==> config.mk <==
export PLATFORM = sky130hd
export DESIGN_NAME = drive_command_status_word
export DESIGN_NICKNAME = d
export VERILOG_FILES = /design/src/design/drive_cmd_pkg.sv /design/src/design/cmd_fields_if.sv /design/src/design/cmd_decode.sv /design/src/design/status_assemble.sv /design/src/design/drive_command_status_word.sv
export VERILOG_INCLUDE_DIRS = /design/src /design/src/design
export SDC_FILE = /design/constraint.sdc
export NUM_CORES = 1
export LEC_CHECK = 0
export ABC_AREA = 1
export BUFFER_PORTS_ARGS = -buffer_cell sky130_fd_sc_hd__buf_2
export CAP_MARGIN = 25
export CELL_PAD_IN_SITES_DETAIL_PLACEMENT = 0
export CELL_PAD_IN_SITES_GLOBAL_PLACEMENT = 1
export CORE_MARGIN = 5
export CORE_UTILIZATION = 31
export CTS_CLUSTER_DIAMETER = 100
export DETAILED_ROUTE_END_ITERATION = 16
export GPL_ROUTABILITY_DRIVEN = 0
export PLACE_DENSITY_LB_ADDON = 0.1
export SLEW_MARGIN = 20
export SYNTH_ARGS = -nofsm -noshare
export SYNTH_HDL_FRONTEND = slang
export SYNTH_SLANG_ARGS = --single-unit
==> constraint.sdc <==
create_clock -name ref_clk -period 1.5 [get_ports ref_clk]
set_input_delay 0.075 -clock ref_clk [delete_from_list [all_inputs] [get_ports ref_clk]]
set_output_delay 0.075 -clock ref_clk [all_outputs]
set_load 0.02 [all_outputs]
==> src/design/drive_cmd_params.svh <==
// Purpose: bit positions and reset values for the command and status words
// Assumes: 16-bit words, bit 0 is the least significant bit
// Notes: included by the decoder, status and top-level design files of the drive command block
//
// Summary of operation
// bit4 low forces ramp output to zero
// bit5 high accelerates, low freezes ramp output
// bit6 low forces ramp input to zero
// bit6 counts only when fieldbus is source
// rising bit7 clears fault to switch-on inhibited
// bit10 low ignores word except stop bits
// bit11 selects location b, if configured
// status bits 0-2 report readiness states
// status bit8 flags actual within tolerance
// status bit9 flags external control location
// status bit10 mirrors drive status bit10
// status bits 11-14 carry selectable signals
// start inhibit clears status bit 2
// status 3-7 fault/stops/inhibit/warning; reserved bits zero
// bit0 high readies; low ramps to stop
// bit1 low coasts, bit2 low emergency stops
// bit3 high runs if permissive, else inhibits
`ifndef DRIVE_CMD_PARAMS_SVH
`define DRIVE_CMD_PARAMS_SVH

// ----------------------------------------------------------------------
// command word bit positions
// ----------------------------------------------------------------------
`define CMD_RAMP_STOP_N 0
`define CMD_COAST_STOP_N 1
`define CMD_ESTOP_N 2
`define CMD_RUN 3
`define CMD_RAMP_OUT_EN 4
`define CMD_RAMP_HOLD_N 5
`define CMD_RAMP_IN_EN 6
`define CMD_RESET 7
`define CMD_REMOTE 10
`define CMD_LOC_B 11
`define CMD_STOP_MASK 16'h0007

// ----------------------------------------------------------------------
// status word bit positions and reset values
// ----------------------------------------------------------------------
`define ST_READY_ON 0
`define ST_READY_OP 1
`define ST_OP_EN 2
`define ST_FAULT 3
`define ST_COAST_OFF 4
`define ST_ESTOP_OFF 5
`define ST_INHIBITED 6
`define ST_WARNING 7
`define ST_ON_TARGET 8
`define ST_REMOTE 9
`define ST_ABOVE_LIMIT 10
`define ST_USER0 11
`define ST_ABOVE_LIMIT_SRC 10
`define CMD_RESET_VALUE 16'h0000
`define STATUS_RESET_VALUE 16'h0000

`endif

==> src/design/drive_cmd_pkg.sv <==
// Purpose: shared types of the drive command block
// Assumes: nothing beyond the params header
// Notes: sequencer state codes are written out
`default_nettype none
package drive_cmd_pkg;
	typedef logic [15:0] word_t;
	typedef enum logic [3:0] {
		st_not_ready = 4'h0,
		st_inhibited = 4'h1,
		st_ready_on = 4'h2,
		st_ready_op = 4'h3,
		st_op_enabled = 4'h4,
		st_out_enabled = 4'h5,
		st_accel_enabled = 4'h6,
		st_operating = 4'h7,
		st_ramp_stop = 4'h8,
		st_coast_stop = 4'h9,
		st_estop = 4'ha,
		st_fault = 4'hb
	} seq_state_e;
endpackage : drive_cmd_pkg
`default_nettype wire

==> src/design/cmd_fields_if.sv <==
// Purpose: decoded command fields from the decoder to the sequencer
// Assumes: one clock domain
// Notes: active-low stop bits keep their polarity
`default_nettype none
interface cmd_fields_if;
	logic ramp_stop_n;
	logic coast_stop_n;
	logic estop_n;
	logic run;
	logic ramp_out_en;
	logic ramp_hold_n;
	logic ramp_in_en;
	logic reset_pulse;
	logic loc_b;
	logic remote;
	modport decoder (output ramp_stop_n, coast_stop_n, estop_n, run, ramp_out_en,
		ramp_hold_n, ramp_in_en, reset_pulse, loc_b, remote);
	modport core (input ramp_stop_n, coast_stop_n, estop_n, run, ramp_out_en,
		ramp_hold_n, ramp_in_en, reset_pulse, loc_b, remote);
endinterface : cmd_fields_if
`default_nettype wire

==> src/design/cmd_decode.sv <==
// Purpose: accept the host command word and split it into fields
// Assumes: word is sampled every enabled cycle
// Notes: fields lag the word by one cycle
`include "drive_cmd_params.svh"
`default_nettype none
module cmd_decode
	import drive_cmd_pkg::*;
(
	// clock and reset
	input wire logic ref_clk,
	input wire logic resetn,
	input wire logic clk_en,
	// command word and source selection
	input wire word_t host_command_word,
	input wire logic cfg_ramp_in_src_fb,
	input wire logic cfg_reset_src_fb,
	// decoded fields
	cmd_fields_if.decoder f
);
	word_t held;
	logic reset_last;
	word_t next_held;

	// with remote low only the stop bits get through; the rest keep their last value
	always_comb begin
		if (host_command_word[`CMD_REMOTE])
			next_held = host_command_word;
		else
			next_held = (held & ~`CMD_STOP_MASK) | (host_command_word & `CMD_STOP_MASK);
	end

	always_ff @(posedge ref_clk or negedge resetn) begin
		if (!resetn) begin
			held <= `CMD_RESET_VALUE;
			reset_last <= 1'b0;
		end else if (clk_en) begin
			held <= next_held;
			// one cycle behind held, so the rising edge shows as a one-cycle pulse
			reset_last <= held[`CMD_RESET];
		end
	end

	// field split; the reset edge is a single enabled cycle
	assign f.ramp_stop_n = held[`CMD_RAMP_STOP_N];
	assign f.coast_stop_n = held[`CMD_COAST_STOP_N];
	assign f.estop_n = held[`CMD_ESTOP_N];
	assign f.run = held[`CMD_RUN];
	assign f.ramp_out_en = held[`CMD_RAMP_OUT_EN];
	assign f.ramp_hold_n = held[`CMD_RAMP_HOLD_N];
	assign f.ramp_in_en = held[`CMD_RAMP_IN_EN] | ~cfg_ramp_in_src_fb;
	assign f.reset_pulse = cfg_reset_src_fb & held[`CMD_RESET] & ~reset_last & clk_en;
	assign f.loc_b = held[`CMD_LOC_B];
	assign f.remote = held[`CMD_REMOTE];
endmodule : cmd_decode
`default_nettype wire

==> src/design/status_assemble.sv <==
// Purpose: build the registered status word for the host
// Assumes: state flags are already decoded by the sequencer
// Notes: bit 15 always reads zero
`include "drive_cmd_params.svh"
`default_nettype none
module status_assemble
	import drive_cmd_pkg::*;
(
	// clock and reset
	input wire logic ref_clk,
	input wire logic resetn,
	input wire logic clk_en,
	// state flags
	input wire logic ready_on,
	input wire logic ready_op,
	input wire logic op_enabled,
	input wire logic fault,
	input wire logic coast_off,
	input wire logic estop_off,
	input wire logic inhibited,
	input wire logic warning,
	input wire logic on_target_flag,
	input wire logic remote,
	input wire word_t drive_status_word2,
	input wire logic [3:0] user_bits,
	// status word
	output word_t drive_state_word
);
	always_ff @(posedge ref_clk or negedge resetn) begin
		if (!resetn)
			drive_state_word <= `STATUS_RESET_VALUE;
		else if (clk_en) begin
			drive_state_word <= `STATUS_RESET_VALUE;
			drive_state_word[`ST_READY_ON] <= ready_on;
			drive_state_word[`ST_READY_OP] <= ready_op;
			drive_state_word[`ST_OP_EN] <= op_enabled;
			drive_state_word[`ST_FAULT] <= fault;
			drive_state_word[`ST_COAST_OFF] <= coast_off;
			drive_state_word[`ST_ESTOP_OFF] <= estop_off;
			drive_state_word[`ST_INHIBITED] <= inhibited;
			drive_state_word[`ST_WARNING] <= warning;
			drive_state_word[`ST_ON_TARGET] <= on_target_flag;
			drive_state_word[`ST_REMOTE] <= remote;
			drive_state_word[`ST_ABOVE_LIMIT] <= drive_status_word2[`ST_ABOVE_LIMIT_SRC];
			drive_state_word[`ST_USER0 +: 4] <= user_bits;
		end
	end
endmodule : status_assemble
`default_nettype wire

==> src/design/drive_command_status_word.sv <==
// Purpose: fieldbus command interpreter and status word builder for a drive
// Assumes: command word arrives synchronous to ref_clk, refreshed cyclically
// Notes: the ramp generator and motor control sit outside and obey the outputs
`include "drive_cmd_params.svh"
`default_nettype none
module drive_command_status_word
	import drive_cmd_pkg::*;
(
	// clock, reset, enable
	input wire logic ref_clk,
	input wire logic resetn,
	input wire logic clk_en,
	// host words
	input wire word_t host_command_word,
	output word_t drive_state_word,
	// configuration
	input wire logic cfg_ramp_in_src_fb,
	input wire logic cfg_reset_src_fb,
	input wire logic cfg_loc_src_fb,
	input wire logic cfg_loc_b_default,
	input wire logic [3:0] cfg_user_sel [4],
	input wire word_t tolerance,
	// drive conditions
	input wire logic local_mode,
	input wire logic fault_active,
	input wire logic warning_active,
	input wire logic run_permissive,
	input wire word_t start_inhibit_word,
	input wire word_t drive_status_word2,
	input wire logic zero_speed,
	input wire word_t reference,
	input wire word_t actual_value,
	input wire word_t user_signals,
	// sequencer requests
	output logic modulator_enable,
	output logic ramp_out_force_zero,
	output logic ramp_hold,
	output logic ramp_in_force_zero,
	output logic ramp_stop_request,
	output logic coast_stop_request,
	output logic emergency_stop_request,
	output logic fault_reset,
	output logic external_location_b,
	output logic main_state_word_valid
);
	// ------------------------------------------------------------------
	// command decoding
	// ------------------------------------------------------------------
	cmd_fields_if f ();

	cmd_decode u_decode (
		.ref_clk(ref_clk),
		.resetn(resetn),
		.clk_en(clk_en),
		.host_command_word(host_command_word),
		.cfg_ramp_in_src_fb(cfg_ramp_in_src_fb),
		.cfg_reset_src_fb(cfg_reset_src_fb),
		.f(f)
	);

	// ------------------------------------------------------------------
	// helper functions
	// ------------------------------------------------------------------
	// states from operation-enabled upward that drive the motor
	function automatic logic is_running(input seq_state_e s);
		is_running = (s == st_op_enabled) || (s == st_out_enabled) ||
			(s == st_accel_enabled) || (s == st_operating);
	endfunction : is_running

	// magnitude of a signed difference, saturated to 16 bits
	function automatic word_t abs_diff(input word_t a, input word_t b);
		logic signed [16:0] d;
		d = 17'($signed(a)) - 17'($signed(b));
		if (d < 0)
			d = -d;
		abs_diff = d[16] ? 16'hffff : d[15:0];
	endfunction : abs_diff

	// ------------------------------------------------------------------
	// sequencer
	// ------------------------------------------------------------------
	seq_state_e state;
	seq_state_e next_state;
	logic start_inhibited;
	logic stops_clear;

	// any set start-inhibit bit blocks a start
	assign start_inhibited = |start_inhibit_word;
	assign stops_clear = f.coast_stop_n & f.estop_n;

	// priority: fault, coast, emergency stop, ramp stop, then normal stepping
	always_comb begin
		next_state = state;
		if (fault_active && state != st_fault)
			next_state = st_fault;
		else if (state == st_fault) begin
			if (f.reset_pulse)
				next_state = st_inhibited;
		end else if (state == st_not_ready)
			next_state = st_inhibited; // power-up passes through inhibited whatever the word
		else if (!f.coast_stop_n && state != st_inhibited && state != st_coast_stop)
			next_state = st_coast_stop;
		else if (!f.estop_n && state != st_inhibited && state != st_coast_stop &&
			state != st_estop)
			next_state = st_estop;
		else begin
			case (state)
				st_not_ready: begin
					next_state = st_inhibited;
				end
				st_inhibited: begin
					// leaving needs bit 0 low and both the coast stop and emergency stop bits high
					if (stops_clear && !f.ramp_stop_n)
						next_state = st_ready_on;
				end
				st_ready_on: begin
					if (f.ramp_stop_n)
						next_state = st_ready_op;
				end
				st_ready_op: begin
					if (!f.ramp_stop_n)
						next_state = st_ready_on;
					else if (f.run && run_permissive && !start_inhibited)
						next_state = st_op_enabled;
				end
				st_op_enabled, st_out_enabled, st_accel_enabled, st_operating: begin
					if (!f.ramp_stop_n)
						next_state = st_ramp_stop;
					else if (!f.run || !run_permissive)
						next_state = st_ready_op;
					else if (!f.ramp_out_en)
						next_state = st_op_enabled;
					else if (!f.ramp_hold_n)
						next_state = st_out_enabled;
					else if (!f.ramp_in_en)
						next_state = st_accel_enabled;
					else
						next_state = st_operating;
				end
				st_ramp_stop: begin
					if (f.ramp_stop_n && f.run && state == st_ramp_stop && !zero_speed)
						next_state = st_ramp_stop;
					else if (zero_speed)
						next_state = st_ready_on;
				end
				st_coast_stop, st_estop: begin
					// both end up inhibited once the shaft has stopped
					if (zero_speed)
						next_state = st_inhibited;
				end
				default: begin
					next_state = st_not_ready;
				end
			endcase
		end
	end

	always_ff @(posedge ref_clk or negedge resetn) begin
		if (!resetn)
			state <= st_not_ready;
		else if (clk_en)
			state <= next_state;
	end

	// ------------------------------------------------------------------
	// requests to the ramp generator and motor control
	// ------------------------------------------------------------------
	// registered from next_state so the drive sees clean levels; they change in the same cycle as the state
	always_ff @(posedge ref_clk or negedge resetn) begin
		if (!resetn) begin
			modulator_enable <= 1'b0;
			ramp_out_force_zero <= 1'b1;
			ramp_hold <= 1'b1;
			ramp_in_force_zero <= 1'b1;
			ramp_stop_request <= 1'b0;
			coast_stop_request <= 1'b0;
			emergency_stop_request <= 1'b0;
		end else if (clk_en) begin
			// coast stop drops the modulator at once, other stops keep it running
			modulator_enable <= is_running(next_state) || next_state == st_ramp_stop ||
				next_state == st_estop;
			ramp_out_force_zero <= !(next_state == st_out_enabled ||
				next_state == st_accel_enabled || next_state == st_operating);
			ramp_hold <= !(next_state == st_accel_enabled ||
				next_state == st_operating);
			ramp_in_force_zero <= next_state != st_operating;
			ramp_stop_request <= next_state == st_ramp_stop;
			coast_stop_request <= next_state == st_coast_stop;
			emergency_stop_request <= next_state == st_estop;
		end
	end

	// fault reset pulse lasts one enabled cycle and only leaves the fault state
	always_ff @(posedge ref_clk or negedge resetn) begin
		if (!resetn)
			fault_reset <= 1'b0;
		else if (clk_en)
			fault_reset <= state == st_fault && f.reset_pulse;
	end

	// ------------------------------------------------------------------
	// control location
	// ------------------------------------------------------------------
	// the fieldbus only picks the location when configured to; else the configured default cfg_loc_b_default
	always_ff @(posedge ref_clk or negedge resetn) begin
		if (!resetn)
			external_location_b <= 1'b0;
		else if (clk_en)
			external_location_b <= cfg_loc_src_fb ? f.loc_b : cfg_loc_b_default;
	end

	// ------------------------------------------------------------------
	// on-target compare and user bits
	// ------------------------------------------------------------------
	logic on_target_flag;
	logic [3:0] user_bits;

	// within the window only counts while operating
	assign on_target_flag = state == st_operating &&
		abs_diff(actual_value, reference) <= tolerance;

	// each user bit picks one of sixteen internal signals
	genvar gi;
	generate
		for (gi = 0; gi < 4; gi++) begin : g_user
			assign user_bits[gi] = user_signals[cfg_user_sel[gi]];
		end
	endgenerate

	// ------------------------------------------------------------------
	// status word
	// ------------------------------------------------------------------
	logic ready_on;
	logic ready_op;
	logic op_enabled;

	assign ready_on = state == st_ready_on || state == st_ready_op ||
		is_running(state) || state == st_ramp_stop;
	assign ready_op = state == st_ready_op || is_running(state);
	assign op_enabled = is_running(state) && !start_inhibited;

	status_assemble u_status (
		.ref_clk(ref_clk),
		.resetn(resetn),
		.clk_en(clk_en),
		.ready_on(ready_on),
		.ready_op(ready_op),
		.op_enabled(op_enabled),
		.fault(state == st_fault),
		.coast_off(state != st_coast_stop && f.coast_stop_n),
		.estop_off(state != st_estop && f.estop_n),
		.inhibited(state == st_inhibited),
		.warning(warning_active),
		.on_target_flag(on_target_flag),
		.remote(!local_mode),
		.drive_status_word2(drive_status_word2),
		.user_bits(user_bits),
		.drive_state_word(drive_state_word)
	);

	// status word valid once the sequencer has left its power-up state
	always_ff @(posedge ref_clk or negedge resetn) begin
		if (!resetn)
			main_state_word_valid <= 1'b0;
		else if (clk_en)
			main_state_word_valid <= state != st_not_ready;
	end
endmodule : drive_command_status_word
`default_nettype wire

==> impl_metrics.json, run 1 <==
{
  "r2r_slack_ns": -0.20,
  "routed_wl_mm": 15.7,
  "synth-main-ff-cell": "dfrtp_1",
  "die_h_um": 132,
  "final_core_utilization_pct": 51.1,
  "placed_cells_incl_taps": 1145,
  "drt-initial-drc-count": 215,
  "core_area_um2": 14600,
  "cp.required_ns": 1.65,
  "design_area_um2": 7460,
  "synth_enable_flop_cells": 0,
  "yosysSeqAreaShare_pct": 21.2,
  "clk_latency_ns": 0.28,
  "yosysUniqueCellTypes": 44,
  "fin_worst_skew_ns": 0.00675,
  "finalCritPeriodShare_pct": 185,
  "avgRoutedWirePerCell_um": 13.3,
  "drc_errors": 0,
  "die_x_um": 132,
  "final_cell_mix": "nand2_1, buf_2, buf_4, inv_1, nor2_1",
  "fillers": 1479,
  "status": "complete, but fails checks",
  "synth_area_um2": 4620,
  "clk_path_buf_depth": 2,
  "cts_tree": "built",
  "holdCritStartpoint": "drive_status_word2[10]",
  "holdPathStages": 3,
  "ir_worst_vdd_mv": 0.437,
  "diodes": 0,
  "crit_start": "reference[0]",
  "antenna_found_initial": 0,
  "firstDrtPassIters": 5,
  "synth_nets": 914,
  "die-area_um2": 17400,
  "vias_per_cell": 4.76,
  "netlist_instances": 739,
  "postSynthAreaPerCell_um2": 6.25,
  "start_util_pct": 31.6,
  "crit_arrival_ns": 2.93,
  "drive_gt1_share_pct": 48.2,
  "nets": 1172,
  "final_cells": 1182,
  "min_path_type": "input pin to register",
  "reg2reg_from": "state[3]",
  "ctsHtreeMaxLevel": 2,
  "port_buffers": 143,
  "vias": 5624,
  "track_usage_pct": 16.8,
  "violations": "negative setup slack",
  "setup_violations": 12,
  "clock-sinks": 39,
  "clkTransAtPathRegs_ns": 0.06,
  "drv_cap": 0,
  "cp-start-kind": "input pin",
  "cts_root_buffer": "clkbuf_16",
  "grt_pass1_vias": 5649,
  "async_flop_share_pct": 100,
  "grt_setup_unrepaired": "true",
  "critical_path_class": "input pin to register",
  "antenna_left": 0,
  "hold_ws_ns": 0.00550,
  "dp_hpwl_mm": 12.4,
  "setup_slack_ns": -1.28,
  "final.min_clock_period_ns": 2.78,
  "grt.overflow.total": 0,
  "detailed_place.area_um2": 6310,
  "end_kind": "register",
  "p_per_area_nw_per_um2": 752,
  "max_freq_ghz": 0.360,
  "area_growth_pct": 61.6,
  "grt_start_max_net_pins": 29,
  "finalHoldViolCount": 0,
  "ios": 166,
  "rows": 44,
  "grt_pass1_wl_mm": 25.5,
  "synth_area_leaders": "dfrtp_1, nand2_1, ha_1",
  "slew_viol_final": 0,
  "yosysWarningCount": 0,
  "synth_top_cell_by_area": "dfrtp_1",
  "p_leak_nw": 3.93,
  "crit_fanout": 3,
  "yosys_register_bits": 39,
  "synth_top_cell_area_share_pct": 19.5,
  "cts_buffers": 5,
  "r2r_cells": 12,
  "mostFrequentLayoutCell": "nand2_1"
}
path summary, 6_finish.rpt:
check / to
worst max-delay path: u_status.drive_state_word[8]
worst min-delay path: u_status.drive_state_word[10]
worst max register to register: ramp_hold
worst min register to register: ramp_hold
max in group asynchronous: ramp_in_force_zero
min in group asynchronous: external_location_b
stage by stage:
| stage | setup TNS [ns] | worst slack (ns) | power (mW) |
|---|---|---|---|
| 2_1_floorplan | -1.24 | -1.23 | 2.85 |
| 3_3_place_gp | -4.04 | -1.70 | 3.90 |
| 5_1_grt | -4.21 | -1.54 | 6.07 |
| 3_5_place_dp | -3.94 | -1.78 | 3.96 |
| 6_report | -2.85 | -1.28 | 5.61 |
| 4_1_cts | -2.15 | -1.27 | 5.30 |
cells by family after synthesis:
logic type / count (synthesis) / share of synthesized area, %
muxes: 13 / 2.98
AOI/OAI and AO/OA: 103 / 13.4
other: 1 / 0.0812
adders and majority gates: 35 / 9.65
buffers and inverters: 134 / 11.2
and+or+nand+nor: 409 / 40.3
xor gates and xnor gates: 5 / 1.11
DFF: 39 / 21.2
per-layer routing:
metal,up-vias,global-route usage [%],share of wire (%)
li1,2922,-,-
met1,2523,23.5,48
met2,165,27.4,46
met3,14,2.86,5.0
met4,0,3.09,1.0
met5,-,0,0
worst max-delay path, cell delays in order:
cell,delay [ns]
buf_2,0.12
ha_4,0.15
fa_2,0.34
buf_4,0.14
nand2_1,0.06
nand2_2,0.10
inv_2,0.09
nand3_4,0.09
nor3_4,0.23
nand3_2,0.12
nor2_2,0.15
nand3_1,0.10
nand3_1,0.09
nand3_2,0.11
ha_4,0.28
nand2_2,0.06
o21a_1,0.16
o221a_2,0.24
nand2_1,0.05
nand2_1,0.05
nand3_1,0.06
o21ai_1,0.05
what timing repair did:
item / CTS / global route
hold buffers: 3 / 0
hold endpoints to repair: 19 / 0
pin swaps: 36 / 44
cloned: 1 / 0
gates resized for setup: 96 / 92
setup endpoints to repair: 12 / 13
setup buffers: 12 / 13
cell type report:
type / instances / area, µm² / share of cell area [%]
flip-flops and latches: 39 / 982 / 13.2
well taps: 184 / 230 / 3.09
multi-input cells: 567 / 3920 / 52.6
inverters: 120 / 465 / 6.24
repair buffers: 264 / 1710 / 23.0
clock inverters: 1 / 5.00 / 0.0671
clock buffers: 7 / 143 / 1.91
power by group:
group          switching (mW)  internal (mW)  total [mW]  leakage [nW]
Clock                   0.398          0.659        1.06        0.0739
Combinational            1.81           1.50        3.31          3.39
Sequential             0.0717           1.18        1.25         0.471
flip-flops by register name, indices dropped and copies added (netlist names):
name,count
external_location_b,1
u_status.drive_state_word,15
u_decode.reset_last,1
state,4
fault_reset,1
ramp_stop_request,1
coast_stop_request,1
ramp_in_force_zero,1
modulator_enable,1
u_decode.held,9
ramp_hold,1
ramp_out_force_zero,1
main_state_word_valid,1
emergency_stop_request,1
Yosys cell counts, drive strengths merged, types with 2 or more instances:
cell / count
o21ai: 40
a21oi: 31
nand2: 232
a31oi: 4
buf: 4
nor3: 12
nand3: 56
inv: 120
nor2: 83
clkbuf: 10
mux2: 6
or2: 5
o211ai: 3
o221ai: 9
dfstp: 3
xnor2: 2
nand3b: 4
ha: 34
o22ai: 2
nand4: 15
xor2: 3
a32oi: 7
o21a: 2
o31ai: 2
and2: 2
dfrtp: 36
mux2i: 7
Note: power is estimated with default switching activity, not from simulation.
==> inputs of run 2 (changes only) <==
--- a/config.mk
+++ b/config.mk
@@ -12,10 +12,9 @@
 export CELL_PAD_IN_SITES_DETAIL_PLACEMENT = 0
 export CELL_PAD_IN_SITES_GLOBAL_PLACEMENT = 1
 export CORE_MARGIN = 5
-export CORE_UTILIZATION = 31
+export CORE_UTILIZATION = 34
 export CTS_CLUSTER_DIAMETER = 100
 export DETAILED_ROUTE_END_ITERATION = 16
-export GPL_ROUTABILITY_DRIVEN = 0
 export PLACE_DENSITY_LB_ADDON = 0.1
 export SLEW_MARGIN = 20
 export SYNTH_ARGS = -nofsm -noshare
==> constraint.sdc (replaced) <==
create_clock -name ref_clk -period 2.8 [get_ports ref_clk]
set_input_delay 0.14 -clock ref_clk [delete_from_list [all_inputs] [get_ports ref_clk]]
set_output_delay 0.14 -clock ref_clk [all_outputs]
set_load 0.02 [all_outputs]
==> run 2 against run 1 <==
  * The flow finishes with violations (negative hold slack)
  * Via count decreased by 2.9%
  * Worst setup slack improved by 1.3 ns
  * Sequential power down 47%
  * Register-to-register slack better by 1.1 ns
  * Global-route usage up 0.74 points
  * Critical path depth grew 2
  * Clock skew fell by 0.00084 ns
  * First-iteration DRC count rose by 14%
  * Clock-buffer cell count decreased by 2
  * Hold slack worse by 0.037 ns
  * Clock power shrank 30%
  * Sequential share of layout area increased by 0.86 points
==> impl_metrics.json, run 2 (same netlist as run 1, synthesis figures left out) <==
{
  "r2r_slack_ns": 0.93,
  "max_freq_ghz": 0.359,
  "finalCritPeriodShare_pct": 99.4,
  "cp.required_ns": 2.96,
  "p_int_mw": 1.85,
  "regMostFlops": "u_status.drive_state_word",
  "status": "complete, but fails checks",
  "gp_congestion": 0.901,
  "critical_path_class": "input pin to register",
  "clkTransAtPathRegs_ns": 0.06,
  "clock-sinks": 39,
  "crit_end": "u_status.drive_state_word[8]",
  "reg.largest.list": "u_status.drive_state_word x15, u_decode.held x9, state x4",
  "avgRoutedWirePerCell_um": 13.1,
  "track_usage_pct": 17.5,
  "drt-initial-drc-count": 245,
  "fin_worst_skew_ns": 0.00592,
  "final.min_clock_period_ns": 2.78,
  "slew_headroom_pct": 41.8,
  "dp_hpwl_mm": 11.9,
  "nets": 1126,
  "reg2reg_from": "state[1]",
  "drive_gt1_share_pct": 41.2,
  "clk_latency_ns": 0.29,
  "vias_per_cell": 4.84,
  "min_path_type": "input pin to async pin",
  "port_buffers": 143,
  "p_sw_mw": 1.18,
  "die-area_um2": 16000,
  "cts_buffers": 5,
  "p_per_area_nw_per_um2": 434,
  "start_util_pct": 34.7,
  "grt_start_max_net_pins": 40,
  "firstDrtPassIters": 6,
  "placed_cells_incl_taps": 1108,
  "antenna_found_initial": 0,
  "cts_tree": "built",
  "p_leak_nw": 3.67,
  "setup_violations": 0,
  "vias": 5462,
  "crit_arrival_ns": 2.94,
  "cts_hold_buf": 0,
  "violations": "negative hold slack",
  "routed.top_layer": "met4",
  "grt.overflow.total": 0,
  "crit_start": "reference[0]",
  "met3RoutedLength_um": 764,
  "area_growth_pct": 51.3,
  "grt_pass1_vias": 5245,
  "crit_fanout": 7,
  "drc_errors": 0,
  "core_area_um2": 13300,
  "die_h_um": 127,
  "die_x_um": 127,
  "finalHoldViolCount": 36,
  "final_cell_mix": "nand2_1, buf_2, inv_1, buf_4, nor2_1",
  "routed_wl_mm": 14.8,
  "r2r_cells": 12,
  "diodes": 0,
  "final_core_utilization_pct": 52.5,
  "largest_reg_flops": 15,
  "switching_share_pct": 38.9,
  "ctsHtreeMaxLevel": 2,
  "cts_root_buffer": "clkbuf_16",
  "wl_met2_mm": 6.60,
  "antenna_left": 0,
  "cp-start-kind": "input pin",
  "clk_path_buf_depth": 2,
  "ir_worst_vdd_mv": 0.233,
  "final_cells": 1128,
  "slew_viol_final": 0,
  "r2r_end": "ramp_hold",
  "drv_cap": 0,
  "wl_met1_mm": 7.32,
  "grt_setup_unrepaired": "true",
  "ios": 166,
  "rows": 42,
  "grt_pass1_wl_mm": 23.9,
  "worst_slew_pin_slew_ns": 0.873,
  "clkPwrFrac_pct": 24.6,
  "hold_ws_ns": -0.0317,
  "combPwrFrac_pct": 53.5,
  "end_kind": "register",
  "mostFrequentLayoutCell": "nand2_1",
  "pwr-share-seq_pct": 21.9
}
-- run 2: cell types whose count changed in the layout (fill, tap and decap cells not counted), sizes merged --
cell / delta
buf: -43
dlygate4sd3: -3
clkbuf: -2
bufinv: +2
clkinvlp: +1
inv: -1
-- run 2: power groups by stage --
stage | sequential, mW | combinational (mW) | clock, mW
finish | 0.663 | 1.62 | 0.745
global placement | 0.671 | 1.35 | 0
global route | 0.673 | 1.81 | 0.782
CTS | 0.664 | 1.44 | 0.760
floorplan | 0.719 | 0.808 | 0
detailed placement | 0.672 | 1.37 | 0
-- run 2: layout make-up --
cell class	instances	area [µm²]
multi-input combinational	567	3790
tap	176	220
sequential	39	980
clock buffer	5	125
inverter	120	458
timing repair buffer	218	1350
fill	1344	6310
clock inverter	3	67.6
-- run 2: what timing repair did --
item | in CTS | in global routing
setup endpoints to repair | 1 | 1
gates cloned | 1 | 0
buffers inserted | 6 | 5
gates resized for setup | 35 | 94
pin swaps | 15 | 53
-- run 2: critical path, stage by stage --
cell and delay (ns):
buf_6 0.10, ha_4 0.15, fa_2 0.37, inv_2 0.09, nand3_2 0.08, nand2_2 0.10, nand2_2 0.06, nand2_2 0.09
nand3_2 0.07, nand2_1 0.06, nand2_1 0.06, nand2_2 0.11, clkinv_4 0.10, buf_6 0.13, nand4_4 0.13, nand3_2 0.12
ha_4 0.29, nand2_2 0.06, o21a_1 0.19, o221a_2 0.24, nand2_1 0.06, nand2_1 0.05, nand3_1 0.06, o21ai_1 0.05
-- run 2: per-layer routing --
metal	global-route usage (%)	up-vias
met3	3.15	13
met4	2.71	0
met2	27.8	146
met5	0	-
met1	25.3	2474
li1	-	2829
-- run 2: stage by stage --
| step | hold WS [ns] | TNS [ns] | total power [mW] | area (µm²) | setup WS (ns) |
|---|---|---|---|---|---|
| finish | -0.0317 | 0 | 3.03 | 6980 | 0.0181 |
| global route | 0.0463 | -0.224 | 3.26 | 6980 | -0.224 |
| CTS | 0.00816 | 0 | 2.87 | 6490 | 0.00174 |
| detailed placement | 0.321 | -0.482 | 2.04 | 6060 | -0.482 |
| global placement | 0.304 | -0.412 | 2.02 | 6060 | -0.412 |
| floorplan | -0.156 | 0 | 1.53 | 4710 | 0.000613 |
-- run 2: worst min-delay path by stage --
stage	to	depth (start not counted)	slack (ns)
global placement	u_decode.held[7]	1	0.30
finish	u_decode.held[11]	1	-0.03
floorplan	coast_stop_request	0	-0.16
detailed placement	u_decode.held[11]	1	0.32
CTS	u_decode.held[5]	1	0.008
global route	u_decode.held[11]	1	0.05
